## src/include/hbvm_pkg.sv

```systemverilog
// Constants, carriers and state for the host bus and video memory port
// Summary of operation
// - High byte enable honoured only in wide mode
// - Port accesses always eight bit wide
// - Decode from upper address, bus, select
// - Wait-ready floats with no memory request
// - Wait-ready low until the column strobe cycle ends
// - Wait-ready high until both strobes end
// - Retrace interrupt set, held until bit cleared
// - Interrupt enabled: bit five clear, four set
// - Direction output low on host reads
// - Port response needs select, decode, awake
// - Clearing sequencer reset bits halts sequencer
// - Bus bits fifteen, fourteen latched at reset
// - Refresh blocks memory decode and access
// - DMA qualifier separates DMA from processor
// - Wide acknowledge needs wide mode, decode
// - Memory accessed only in A/B segments, any segment in extended decode
// - Write when cycle active, read high
// - Row then column strobe capture addresses
// - Write enable low, write at column fall
// - Small or large DRAM address multiplexing
// - Two plane buses, distinct in text with large DRAM
// - All timing from the master clock
package hbvm_pkg;
  localparam int unsigned MCLK_HZ      = 20_000_000;
  localparam int unsigned ADDR_W       = 8;
  localparam logic [7:0]  ADDR_CTRL    = 8'h00;
  localparam logic [7:0]  ADDR_REND    = 8'h04;
  localparam logic [7:0]  ADDR_SEQRST  = 8'h08;
  localparam logic [7:0]  ADDR_STATUS  = 8'h0c;
  // Control register fields
  localparam int unsigned CTL_WIDE     = 0;
  localparam int unsigned CTL_BIG      = 1;
  localparam int unsigned CTL_SLEEP    = 2;
  localparam int unsigned CTL_TEXT     = 3;
  localparam int unsigned CTL_DEC_LO   = 4;
  localparam int unsigned CTL_FONT_LO  = 6;
  localparam logic [7:0]  CTRL_RST     = 8'h00;
  // Retrace end register fields
  localparam int unsigned REND_CLR     = 4;
  localparam int unsigned REND_DIS     = 5;
  localparam logic [7:0]  REND_RST     = 8'h00;
  localparam logic [1:0]  SEQRST_RST   = 2'h3;
  // Decode selections
  localparam logic [1:0]  DEC_FULL     = 2'h0;
  localparam logic [1:0]  DEC_PART     = 2'h1;
  localparam logic [1:0]  DEC_EXT      = 2'h2;
  localparam logic [1:0]  SEG_AB_HI    = 2'h1;
  localparam int unsigned STRAP_LO     = 14;
  localparam logic [3:0]  RAS_ALL      = 4'hf;
  localparam logic [3:0]  RAS_EVEN     = 4'h5;
  localparam logic [3:0]  RAS_ODD      = 4'ha;
  localparam logic [3:0]  RAS_OFF      = 4'hf;

  typedef struct packed {
    logic        bhe_n;
    logic        aen;
    logic        bale;
    logic        ior_n;
    logic        iow_n;
    logic        memr_n;
    logic        memw_n;
    logic        refresh_n;
    logic        cs;
    logic [2:0]  upper;
    logic [15:0] ad;
  } hbvm_host_t;

  typedef struct packed {
    logic [3:0] ras_n;
    logic       cas_n;
    logic       we_n;
    logic [8:0] plane01;
    logic [8:0] plane23;
  } hbvm_dram_t;

  localparam hbvm_dram_t DRAM_IDLE = '{ras_n: RAS_OFF, cas_n: 1'b1, we_n: 1'b1, plane01: 9'h000, plane23: 9'h000};

  typedef enum logic [6:0] {
    S_IDLE = 7'h01,
    S_WAIT = 7'h02,
    S_RADR = 7'h04,
    S_ROW  = 7'h08,
    S_COLA = 7'h10,
    S_CAS  = 7'h20,
    S_DONE = 7'h40
  } hbvm_mem_state_t;

  typedef struct packed {
    hbvm_host_t      sync1;
    hbvm_host_t      sync2;
    logic [15:0]     lat_ad;
    logic [2:0]      lat_upper;
    logic            lat_cs;
    logic [1:0]      strap;
    hbvm_mem_state_t fsm;
    logic [3:0]      slot;
    logic            wide_xfer;
    logic [7:0]      ctrl;
    logic [7:0]      rend;
    logic [1:0]      seqrst;
    logic            irq;
    logic            vr_d;
    hbvm_dram_t      dram;
    logic            rdy;
    logic            rdy_oe;
    logic            dir;
    logic            ack_n;
    logic            cyc_n;
    logic            pready;
    logic            pslverr;
    logic [31:0]     prdata;
  } hbvm_state_t;
endpackage

```

## src/rtl/hbvm_port.sv

```systemverilog
// Host bus port with video memory strobe sequencing and APB registers
//
// Our own choices: the address map and the APB interface to the registers.
module hbvm_port
  import hbvm_pkg::*;
#(
  parameter logic [3:0] SLOT_LEN = 4'h4,
  parameter logic [9:0] IO_LO    = 10'h3c0,
  parameter logic [9:0] IO_HI    = 10'h3df,
  parameter logic [1:0] WIN_SA   = 2'h2
) (
  input  wire logic              mclk_in,
  input  wire logic              reset_in,
  input  wire hbvm_host_t        host_in,
  input  wire logic              vretrace_in,
  input  wire logic              psel_in,
  input  wire logic              penable_in,
  input  wire logic              pwrite_in,
  input  wire logic [ADDR_W-1:0] paddr_in,
  input  wire logic [31:0]       pwdata_in,
  output logic                   pready_out,
  output logic                   pslverr_out,
  output logic [31:0]            prdata_out,
  output logic                   host_wait_ready_out,
  output logic                   host_wait_ready_oe_out,
  output logic                   retrace_irq_out,
  output logic                   data_direction_ctl_out,
  output logic                   wide_access_ack_n_out,
  output logic                   cpu_cycle_active_n_out,
  output hbvm_dram_t             dram_out
);

  hbvm_state_t st_r;
  hbvm_state_t st_nxt;

  // Row or column half of an 18-bit plane address
  function automatic logic [8:0] hbvm_mux(input logic [17:0] a, input logic big, input logic col);
    logic [8:0] r;
    r = 9'h000;
    if (big) begin
      r = col ? a[8:0] : a[17:9];
    end else begin
      r = col ? {1'b0, a[7:0]} : {1'b0, a[15:8]};
    end
    return r;
  endfunction

  hbvm_host_t  h;
  logic        seg_hit;
  logic        mem_hit;
  logic        io_hit;
  logic        mem_rd;
  logic        mem_wr;
  logic        refresh_act;
  logic        grant;
  logic        irq_en;
  logic        vr_start;
  logic        clr_wr;
  logic        setup;
  logic        access;
  logic        wide_mode;
  logic [17:0] a01;
  logic [17:0] a23;

  always_comb begin
    st_nxt = st_r;
    // Two stages before anything reads a host pin
    st_nxt.sync1 = host_in;
    st_nxt.sync2 = st_r.sync1;
    h = st_r.sync2;
    wide_mode = st_r.ctrl[CTL_WIDE];
    mem_rd = ~h.memr_n;
    mem_wr = ~h.memw_n;
    refresh_act = ~h.refresh_n;
    st_nxt.vr_d = vretrace_in;

    // Address phase capture while the latch enable is high
    if (h.bale) begin
      st_nxt.lat_ad = h.ad;
      st_nxt.lat_upper = h.upper;
      st_nxt.lat_cs = h.cs;
    end
    seg_hit = st_r.lat_cs && (st_r.lat_upper[2:1] == SEG_AB_HI);
    unique case (st_r.ctrl[CTL_DEC_LO +: 2])
      DEC_FULL: mem_hit = seg_hit && (st_r.lat_ad[15:14] == WIN_SA);
      DEC_PART: mem_hit = seg_hit && (st_r.lat_ad[14] == WIN_SA[0]);
      DEC_EXT:  mem_hit = st_r.lat_cs;
      default:  mem_hit = 1'b0;
    endcase
    mem_hit = mem_hit && !refresh_act;
    // DMA cycles carry no valid port address
    io_hit = st_r.lat_cs && !st_r.ctrl[CTL_SLEEP] && !h.aen
           && (st_r.lat_ad[9:0] >= IO_LO) && (st_r.lat_ad[9:0] <= IO_HI);

    st_nxt.dir = !((~h.ior_n && io_hit) || (mem_rd && mem_hit));
    // Ports never get the wide acknowledge
    st_nxt.ack_n = !(wide_mode && mem_hit && !io_hit);

    // Slot timer is reloaded to SLOT_LEN during partial reset
    grant = 1'b0;
    if (st_r.seqrst != SEQRST_RST) begin
      st_nxt.slot = SLOT_LEN;
    end else if (st_r.slot == 4'h0) begin
      st_nxt.slot = SLOT_LEN;
      grant = 1'b1;
    end else begin
      st_nxt.slot = st_r.slot - 4'h1;
    end

    a01 = {1'b0, st_r.lat_upper[0], st_r.lat_ad};
    a23 = a01;
    if (st_r.ctrl[CTL_TEXT]) begin
      a23 = {st_r.ctrl[CTL_FONT_LO +: 2], a01[15:0]};
    end

    unique case (st_r.fsm)
      S_IDLE: begin
        st_nxt.rdy_oe = 1'b0;
        st_nxt.rdy = 1'b0;
        if ((mem_rd || mem_wr) && mem_hit) begin
          st_nxt.fsm = S_WAIT;
          st_nxt.rdy_oe = 1'b1;
          st_nxt.wide_xfer = wide_mode && !h.bhe_n;
        end
      end
      S_WAIT: begin
        if (!(mem_rd || mem_wr)) begin
          st_nxt.fsm = S_IDLE;
          st_nxt.rdy_oe = 1'b0;
        end else if (grant) begin
          st_nxt.fsm = S_RADR;
          st_nxt.cyc_n = 1'b0;
          st_nxt.dram.plane01 = hbvm_mux(a01, st_r.ctrl[CTL_BIG], 1'b0);
          st_nxt.dram.plane23 = hbvm_mux(a23, st_r.ctrl[CTL_BIG], 1'b0);
        end
      end
      S_RADR: begin
        st_nxt.fsm = S_ROW;
        // Byte transfers open only the even or odd bank
        if (st_r.wide_xfer) begin
          st_nxt.dram.ras_n = ~RAS_ALL;
        end else begin
          st_nxt.dram.ras_n = st_r.lat_ad[0] ? ~RAS_ODD : ~RAS_EVEN;
        end
      end
      S_ROW: begin
        st_nxt.fsm = S_COLA;
        st_nxt.dram.plane01 = hbvm_mux(a01, st_r.ctrl[CTL_BIG], 1'b1);
        st_nxt.dram.plane23 = hbvm_mux(a23, st_r.ctrl[CTL_BIG], 1'b1);
        st_nxt.dram.we_n = !(!st_r.cyc_n && h.memr_n);
      end
      S_COLA: begin
        st_nxt.fsm = S_CAS;
        st_nxt.dram.cas_n = 1'b0;
      end
      S_CAS: begin
        st_nxt.fsm = S_DONE;
        st_nxt.dram = DRAM_IDLE;
        st_nxt.cyc_n = 1'b1;
        st_nxt.rdy = 1'b1;
      end
      S_DONE: begin
        if (h.memr_n && h.memw_n) begin
          st_nxt.fsm = S_IDLE;
          st_nxt.rdy = 1'b0;
          st_nxt.rdy_oe = 1'b0;
        end
      end
    endcase

    // APB slave, no wait state, registered answer
    setup = psel_in && !penable_in;
    access = psel_in && penable_in && st_r.pready;
    st_nxt.pready = setup;
    if (setup) begin
      st_nxt.pslverr = 1'b0;
      unique case (paddr_in)
        ADDR_CTRL:   st_nxt.prdata = {24'h000000, st_r.ctrl};
        ADDR_REND:   st_nxt.prdata = {24'h000000, st_r.rend};
        ADDR_SEQRST: st_nxt.prdata = {30'h00000000, st_r.seqrst};
        ADDR_STATUS: st_nxt.prdata = {22'h000000, st_r.fsm, st_r.irq, st_r.strap};
        default: begin
          st_nxt.prdata = 32'h00000000;
          st_nxt.pslverr = 1'b1;
        end
      endcase
    end else if (access) begin
      st_nxt.pslverr = 1'b0;
      st_nxt.prdata = 32'h00000000;
    end
    clr_wr = 1'b0;
    if (access && pwrite_in) begin
      unique case (paddr_in)
        ADDR_CTRL:   st_nxt.ctrl = pwdata_in[7:0];
        ADDR_REND: begin
          st_nxt.rend = pwdata_in[7:0];
          clr_wr = !pwdata_in[REND_CLR];
        end
        ADDR_SEQRST: st_nxt.seqrst = pwdata_in[1:0];
        default:     st_nxt.seqrst = st_r.seqrst;
      endcase
    end

    // Retrace interrupt; an arriving edge beats the clearing write
    irq_en = st_r.rend[REND_CLR] && !st_r.rend[REND_DIS];
    vr_start = vretrace_in && !st_r.vr_d;
    if (vr_start && irq_en) begin
      st_nxt.irq = 1'b1;
    end else if (clr_wr) begin
      st_nxt.irq = 1'b0;
    end

    // Synchroniser keeps running so the straps see settled pins
    if (reset_in) begin
      st_nxt.strap = st_r.sync2.ad[STRAP_LO +: 2];
      st_nxt.lat_ad = 16'h0000;
      st_nxt.lat_upper = 3'h0;
      st_nxt.lat_cs = 1'b0;
      st_nxt.fsm = S_IDLE;
      st_nxt.slot = SLOT_LEN;
      st_nxt.wide_xfer = 1'b0;
      st_nxt.ctrl = CTRL_RST;
      st_nxt.rend = REND_RST;
      st_nxt.seqrst = SEQRST_RST;
      st_nxt.irq = 1'b0;
      st_nxt.vr_d = 1'b0;
      st_nxt.dram = DRAM_IDLE;
      st_nxt.rdy = 1'b0;
      st_nxt.rdy_oe = 1'b0;
      st_nxt.dir = 1'b1;
      st_nxt.ack_n = 1'b1;
      st_nxt.cyc_n = 1'b1;
      st_nxt.pready = 1'b0;
      st_nxt.pslverr = 1'b0;
      st_nxt.prdata = 32'h00000000;
    end
  end

  always_ff @(posedge mclk_in) begin
    st_r <= st_nxt;
  end

  assign pready_out             = st_r.pready;
  assign pslverr_out            = st_r.pslverr;
  assign prdata_out             = st_r.prdata;
  assign host_wait_ready_out    = st_r.rdy;
  assign host_wait_ready_oe_out = st_r.rdy_oe;
  assign retrace_irq_out        = st_r.irq;
  assign data_direction_ctl_out = st_r.dir;
  assign wide_access_ack_n_out  = st_r.ack_n;
  assign cpu_cycle_active_n_out = st_r.cyc_n;
  assign dram_out               = st_r.dram;
endmodule

```

## config.mk

```make
export PLATFORM = sky130hd
export DESIGN_NAME = hbvm_port
export DESIGN_NICKNAME = d
export VERILOG_FILES = /design/src/include/hbvm_pkg.sv /design/src/rtl/hbvm_port.sv
export SDC_FILE = /design/constraint.sdc
export NUM_CORES = 1
export LEC_CHECK = 0
export BUFFER_PORTS_ARGS = -buffer_cell sky130_fd_sc_hd__buf_2
export CAP_MARGIN = 25
export CORE_ASPECT_RATIO = 0.5
export CORE_MARGIN = 10
export CORE_UTILIZATION = 56
export CTS_CLUSTER_SIZE = 40
export DETAILED_ROUTE_END_ITERATION = 16
export PLACE_DENSITY_LB_ADDON = 0.08
export SYNTH_ARGS = -nofsm -noshare
export SYNTH_HDL_FRONTEND = slang
export SYNTH_SLANG_ARGS = --single-unit
export TNS_END_PERCENT = 30
```

## constraint.sdc

```tcl
create_clock -name mclk_in -period 5.2 [get_ports mclk_in]
set_clock_uncertainty 0.15 [all_clocks]
set_input_delay 1.04 -clock mclk_in [delete_from_list [all_inputs] [get_ports mclk_in]]
set_output_delay 1.04 -clock mclk_in [all_outputs]
set_load 0.03 [all_outputs]
```

After elaboration in Yosys (flattened, before gate mapping):

Cells that the tools add are included.

* $lt $le $gt $ge: 2
* muxes and demuxes: 37
* $add $sub $neg: 1
* equality and inequality tests: 21
* reduce and logical (&&, ||, !) cells: 60
* bitwise operators: 4

Operators by type and width (number)
* 33-bit 2-to-1 mux: 2
* 18-bit 2-to-1 mux: 3
* 18-bit one-hot mux with 3 select lines: 1
* 7-bit one-hot mux with 7 select lines: 1
* 10-bit one-hot mux with 4 select lines: 1
* 7-bit 2-to-1 mux: 4
* 9-bit 2-to-1 mux: 3
* 1-bit logical AND: 23
* 8-bit by 4-bit equality test with 1-bit output, second input constant: 2
* 1-bit zero test: 12
* 2-bit inequality test, second input constant: 6
* 3-bit AND reduction: 4
* 2-bit nonzero test: 6
* 1-bit 2-to-1 mux: 11
* 10-bit greater-or-equal comparator, second input constant: 1
* 10-bit <= comparator, second input constant: 1
* 2-bit AND reduction: 5
* 1-bit one-hot mux with 3 select lines: 3
* 3-bit nonzero test: 3
* 8-bit by 3-bit equality test with 1-bit output, second input constant: 1
* 8-bit zero test: 1
* 4-bit 2-to-1 mux: 2
* 8-bit 2-to-1 mux: 1
* 4-bit one-hot mux with 2 select lines: 1
* other kinds (19): 27

* input port bits: 74
* logic and storage cells: 170
* register bits after elaboration: 171
* output and inout bits: 64

Depth between registers and ports, before layout:

Gate-level depths: netlist (run 1).

* depth in word-level cells: 8
* depth in mapped cells: 8
* mapped depth without buffers: 7

Worst setup path before layout (run 1):

OpenSTA, ideal clock, no wires.

* kind: input to register
* from: in paddr_in[1]
* to: reg st_r[75] (netlist name)
* arrival: 2320 ps
* cell stages on the path: 5
* buffers on the path: 0
* setup time: 128 ps
* path slack: 2602 ps
* cells stage by stage: nor4_1 > nand3_1 > nor3_2 > mux2i_1 > nor2_1

* longest elaborated chain between the ends: 2

Ends and longest elaborated chain
* start, declared: line hbvm_port.sv:19 `input wire logic [ADDR_W-1:0] paddr_in,`
* 8-bit zero test: line hbvm_port.sv:193 `unique case (paddr_in)`
* 2-bit AND reduction (no source line)
* end signal, assigned: line hbvm_port.sv:240 `st_r <= st_nxt;`
* end, declared: line hbvm_port.sv:33 `hbvm_state_t st_r;`

Every way passes these cells.
A chain may end at the register's enable or synchronous reset.

Worst setup path after layout (run 1):

* from: in paddr_in[1]
* to: reg st_r[72] (netlist name)

* longest elaborated chain between the ends: 2

Ends and longest elaborated chain (line)
* 8-bit by 3-bit equality test with 1-bit output: hbvm_port.sv:193
* 2-bit AND reduction (no source line)

Every way passes these cells.

==> flow_metrics.py, run 1 <==
metrics = {
    "timing": {
        "setup_viol": 0,
        "hold_ws_ns": 0.174,
        "fin_crit_ns": 2.91,
        "post-route-period-util_pct": 55.9,
        "slew_violations": 0,
        "worstMarginPinSlew_ns": 0.913,
        "max_slew_margin_pct": 39.0,
        "fmax_mhz": 344,
        "grt_setup_unrepaired": "false",
        "hold_viol_final": 0,
        "fin_setup_tns_ns": 0,
    },
    "cts": {
        "cts-root-buf": "clkbuf_16",
        "clkTransAtPathRegs_ns": 0.06,
        "cts.sinks": 140,
        "clockBufferDepth": 2,
        "cts_hold_buf": 0,
        "post-cts-setup-buffers": 0,
        "numCtsBuffers": 17,
        "cts_tree": "yes",
        "insertion_delay_ns": 0.41,
        "cts_max_level": 4,
        "cts_resized": 0,
    },
    "route": {
        "drt-initial-drc-count": 197,
        "firstDrtPassIters": 4,
        "via_count": 3478,
        "ant_nets": 0,
        "wl_per_cell_um": 15.4,
        "drt_wl_total_um": 10700,
        "viasPerCell": 5.02,
        "route.detailed.drc": 0,
    },
    "cells_and_area": {
        "final_util_pct": 67.3,
        "areaGrowthSynthToFinish_pct": 14.9,
        "n_antenna_cell": 0,
        "layout.nets": 638,
        "stdcell_count": 693,
        "drive_above_1_share_pct": 25.2,
    },
    "power_and_ir_drop": {
        "powerDensity_nw_per_um2": 419,
        "p_leak_nw": 2.57,
        "worst_ir_drop_vdd_v": 0.000251,
    },
    "critical_path": {
        "crit_fanout": 5,
        "worstSetupPathDepth": 7,
        "critical_path.top_delay_family": "simple AND/OR/NAND/NOR gates",
        "worst-setup-path-type": "in2reg",
        "cp_cell_sequence": "buf_2, nor4_1, nand3_1, nor3b_1, buf_4, mux2i_1, nor2_1",
        "cp-startpoint": "paddr_in[1]",
        "cp-start-kind": "input port",
        "cpMaxStageDelayCell": "nor3b_1",
        "reg2regPathDepth": 4,
        "critPathRequiredTime_ns": 5.33,
        "critical-path-max-stage-delay_ns": 0.80,
        "worstPathArrival_ns": 3.03,
        "worst-path-buf-inv": 2,
        "r2r_start": "st_r[89]",
        "crit_path_end_kind": "register",
    },
    "yosys": {
        "syn_area_um2": 5190,
        "ys.flop_type": "dfxtp_1",
        "synthTopCellsByArea": "dfxtp_1 (53%), mux2i_1 (8.3%), buf_4 (8.1%)",
        "yosys_warnings": 0,
        "synth-async-reset-ratio_pct": 0,
        "synth.distinct_cells": 55,
        "synth-seq-area-share_pct": 54.4,
        "netlist_instances": 509,
        "synth_edf_count": 2,
        "postSynthAreaPerCell_um2": 10.2,
        "synth_top_cell_by_area": "dfxtp_1",
        "ys_ff_latch": 140,
        "synth_top_area_share_pct": 53.2,
    },
    "placed_design": {
        "routabilityCongestion": 0.863,
        "dp_hpwl_um": 7720,
        "portBuffers": 90,
        "placedCellCount": 661,
    },
    "floorplan": {
        "die_w_um": 156,
        "die_h_um": 88.1,
        "core.rowCount": 24,
        "start_util_pct": 58.6,
        "fp.coreArea_um2": 8860,
        "io_pins": 138,
        "dieArea_um2": 13800,
    },
    "flow_run": {
        "max_cap_violations": 0,
    },
    "grt": {
        "grt_start_max_net_pins": 56,
        "antenna_found_initial": 0,
        "grt_pass1_wl_um": 17400,
        "grt_pass1_vias": 3531,
        "met2_usage_pct": 24.2,
        "grt_overflow": 0,
        "gr-usage-met1_pct": 20.5,
        "grtUsageMet3_pct": 5.53,
        "grt.total_usage_pct": 15.9,
        "grt-busiest-layer": "met2",
    },
    "worst_hold_path": {
        "worstHoldStart": "st_nxt[119]",
        "worstHoldPathCells": 0,
        "hold_path_class": "reg2reg",
    },
    "outcome": {
        "outcome": "finished clean",
    },
}
-- flip-flops by register name, summed over array words and instances (netlist names) --
register	cells
pready_out	1
a01	17
host_wait_ready_out	1
cpu_cycle_active_n_out	1
st_r	36
pslverr_out	1
prdata_out	10
st_nxt	27
data_direction_ctl_out	1
host_wait_ready_oe_out	1
dram_out	15
h	27
wide_access_ack_n_out	1
retrace_irq_out	1
-- logic make-up after synthesis --
group | after synthesis | share of synthesized area, %
AOI/OAI and AO/OA | 66 | 8.36
xor gates and xnor gates | 5 | 0.844
adders and majority gates | 1 | 0.241
buffers and inverters | 98 | 11.4
DFF | 140 | 54.4
muxes | 53 | 10.9
other | 1 | 0.0722
and+or+nand+nor | 145 | 13.9
-- synthesized netlist by cell type, types with 4 or more instances --
master,count
nand3_1,4
mux2i_1,43
dfxtp_1,138
nor3_1,8
mux2_2,8
a221oi_1,11
nor2_1,67
buf_1,4
a21oi_1,12
o21ai_0,22
buf_2,4
clkbuf_1,15
nand2_1,32
a22oi_1,8
inv_1,18
buf_4,56
-- path summary, 6_finish.rpt --
kind                            slack [ns]           end
worst min-delay path                  0.17          h[2]
worst min register to register        0.17          h[2]
worst max-delay path                  2.29      st_r[72]
worst max register to register        2.65  dram_out[15]
-- per-stage QoR --
step                instance area (µm²)  power (mW)  setup WS [ns]
finish                             5960        2.50           2.29
global route                       5960        2.60           2.06
CTS                                5960        2.52           2.31
detailed placement                 5400        1.37           1.92
global placement                   5360        1.36           1.92
floorplan                          5270        1.33           2.60
-- final cells by class --
cell class / instances / area [µm²]
fillers: 692 / 2890
flip-flops and latches: 140 / 2820
multi-input cells: 292 / 1860
repair buffers: 94 / 500
clock buffers: 18 / 439
well taps: 117 / 146
clock inverters: 14 / 130
inverters: 18 / 67.6
-- metal layers --
metal / share of wire [%] / vias to the layer above
li1: - / 1777
met1: 49 / 1599
met2: 44 / 92
met3: 6.5 / 10
met4: 0.95 / 0
met5: 0 / -
-- worst register-to-register path: stages (launching register included) --
cell,delay (ns)
dfxtp_1,0.44
nor4_1,0.55
nand3_1,0.49
a21boi_1,0.42
a221oi_1,0.39
-- power breakdown --
| group | total [mW] | switching (mW) | internal (mW) |
|---|---|---|---|
| clock | 1.15 | 0.476 | 0.677 |
| sequential | 1.17 | 0.0372 | 1.13 |
| combinational | 0.182 | 0.106 | 0.0755 |
-- cells in the final DEF, fill, tap and decap left out, drive strengths merged, types with 8 or more instances in the layout --
cell	n
dfxtp	138
buf	94
nor2	67
mux2i	43
nand2	32
inv	24
o21ai	22
conb	22
clkbuf	18
a21oi	12
a221oi	11
nor3	9
mux2	8
a22oi	8
No activity file was read; power rests on OpenSTA's default activity.
==> run 2: changes to the inputs <==
Settings changed: ABC_AREA set to 1, CORE_UTILIZATION 56 to 52.
Clock period 5.2 ns to 2.9 ns, I/O delays scaled along.
==> flow_metrics.py, run 2 <==
metrics = {
    "floorplan": {
        "core.rowCount": 25,
        "die_w_um": 163,
        "die_h_um": 91.5,
        "start_util_pct": 54.8,
        "fp.coreArea_um2": 9700,
        "dieArea_um2": 14900,
        "io_pins": 138,
    },
    "cells_and_area": {
        "final_area_um2": 6130,
        "top_register": "st_r",
        "fill_cells": 870,
        "multi_input_area_um2": 1850,
        "drive_above_1_share_pct": 21.3,
        "layout_common_cells": "dfxtp_1 (138), nand2_1 (103), buf_2 (90)",
        "final_common_cell": "dfxtp_1",
        "largest_reg_flops": 36,
        "n_antenna_cell": 0,
        "areaGrowthSynthToFinish_pct": 15.2,
        "layout.nets": 777,
        "final-seq-area_um2": 2820,
    },
    "grt": {
        "grt_pass1_vias": 3920,
        "grt_pass1_wl_um": 19100,
        "grt_start_max_net_pins": 32,
        "grt.total_usage_pct": 15.6,
        "grt_overflow": 0,
        "antenna_found_initial": 0,
    },
    "route": {
        "viasPerCell": 4.84,
        "ant_nets": 0,
        "wl_per_cell_um": 13.8,
        "route.detailed.drc": 0,
        "via_count": 4113,
        "drt-initial-drc-count": 221,
        "firstDrtPassIters": 5,
        "drt_wl_total_um": 11700,
    },
    "timing": {
        "timing.final.ws_setup_ns": 1.09,
        "worstMarginPinSlew_ns": 0.820,
        "setup_viol": 0,
        "fmax_mhz": 553,
        "post-route-period-util_pct": 62.3,
        "slew_violations": 0,
        "max_slew_margin_pct": 45.3,
        "fin_setup_tns_ns": 0,
        "grt_setup_unrepaired": "false",
        "hold_viol_final": 0,
        "fin_crit_ns": 1.81,
    },
    "power_and_ir_drop": {
        "pwr-share-seq_pct": 45.5,
        "clockPowerShare_pct": 48.4,
        "worst_ir_drop_vdd_v": 0.000489,
        "power_mw": 4.52,
        "combPwrFrac_pct": 6.1,
        "p_leak_nw": 2.86,
        "power.internal_mw": 3.41,
        "p_sw_share_pct": 24.7,
        "powerDensity_nw_per_um2": 738,
        "switchingPower_mw": 1.12,
    },
    "yosys": {
        "synth-async-reset-ratio_pct": 0,
        "netlist_instances": 643,
        "synth_top_area_share_pct": 52.0,
        "synth.distinct_cells": 34,
        "postSynthAreaPerCell_um2": 8.27,
        "ys_ff_latch": 140,
        "yosys_warnings": 0,
        "synth_common_cells": "dfxtp_1 (138), nand2_1 (103), nor2_1 (83)",
        "yosysMostFrequentCell": "dfxtp_1",
        "synth-seq-area-share_pct": 53.1,
        "syn_area_um2": 5320,
        "synth_edf_count": 2,
        "synth_top_cell_by_area": "dfxtp_1",
        "synthTopCellsByArea": "dfxtp_1 (52%), buf_4 (8.2%), nand2_1 (7.3%)",
        "ys.flop_type": "dfxtp_1",
    },
    "placed_design": {
        "portBuffers": 90,
        "routabilityCongestion": 0.851,
        "pre_cts_ws_ns": 0.678,
        "place_area_um2": 5530,
        "dp_hpwl_um": 8580,
    },
    "cts": {
        "clockBufferDepth": 2,
        "post-cts-setup-buffers": 0,
        "insertion_delay_ns": 0.42,
        "cts_hold_buf": 0,
        "numCtsBuffers": 17,
        "clkTransAtPathRegs_ns": 0.06,
        "cts_tree": "yes",
        "cts_resized": 0,
        "cts.sinks": 140,
        "cts_max_level": 4,
        "cts-root-buf": "clkbuf_16",
    },
    "critical_path": {
        "critPathRequiredTime_ns": 3.06,
        "cp-start-kind": "input port",
        "cpMostUsedCell": "nor2_1",
        "critical_path.top_delay_family": "simple AND/OR/NAND/NOR gates",
        "cpMaxStageDelayCell": "nor2_2",
        "worstPathArrival_ns": 1.96,
        "crit_fanout": 15,
        "crit_path_end_kind": "register",
        "worst-setup-path-type": "in2reg",
        "critical-path-max-stage-delay_ns": 0.32,
        "cp_cell_sequence": "buf_2, nor2_1, nand2_2, inv_1, buf_4, nand2_1, nor2_2, inv_1, nor2_1, nor2_1",
        "worst-path-buf-inv": 4,
    },
    "worst_hold_path": {
        "hold_path_class": "in2reg",
    },
    "outcome": {
        "outcome": "finished clean",
    },
    "flow_run": {
        "max_cap_violations": 0,
    },
}
-- run 2: cell types whose count changed after synthesis, moves of 16 or more --
cell,before,now
nand3_1,4,43
nand2_1,32,103
inv_1,18,49
a21oi_1,12,38
o21ai_0,22,54
nor2_1,67,83
mux2i_1,43,0
-- run 2: metal layers --
layer | global-route usage, % | vias to the layer above | routed length (µm)
li1 | - | 2109 | -
met1 | 19.6 | 1861 | 5380
met2 | 24.6 | 129 | 5290
met3 | 5.81 | 14 | 931
met4 | 4.70 | 0 | 97
met5 | 0 | - | 0
-- run 2: power groups by stage --
stage / Sequential [mW] / Combinational [mW] / Clock [mW]
floorplan: 2.09 / 0.219 / 0
global placement: 2.10 / 0.268 / 0
detailed placement: 2.10 / 0.275 / 0
CTS: 2.06 / 0.278 / 2.22
global route: 2.07 / 0.313 / 2.33
finish: 2.06 / 0.278 / 2.19
-- run 2: cell families after synthesis --
family          count (synthesis)  share of synthesized area (%)
flops                         140                           53.1
simple gates                  263                           22.5
fa+ha+maj                       1                          0.235
compound gates                109                           10.5
other cells                     1                         0.0705
buf+inv                       129                           13.6
-- run 2: cell type report --
class	count	share of cell area, %
inverter	53	3.25
clock inverter	15	2.84
clock buffer	17	6.94
tap	135	2.76
sequential	140	46.1
timing repair buffer	95	7.97
multi-input combinational	395	30.2
-- run 2: worst paths after layout --
check	startpoint	endpoint	slack, ns	cells after the start
hold reg to reg	st_nxt[132]	h[15]	0.18	0
setup / recovery	paddr_in[5]	st_r[70]	1.09	10
hold / removal	host_in[13]	st_nxt[130]	0.11	1
setup reg to reg	st_r[84]	dram_out[16]	1.13	8
-- run 2: per-stage QoR --
stage / hold slack [ns] / util, % / instances
2_1_floorplan: 0.160 / - / 664
3_3_place_gp: 0.161 / 57.0 / 818
3_5_place_dp: 0.162 / 57.0 / 818
4_1_cts: 0.0985 / 63.2 / 850
5_1_grt: 0.0867 / 63.2 / 850
6_report: 0.108 / 63.2 / 850
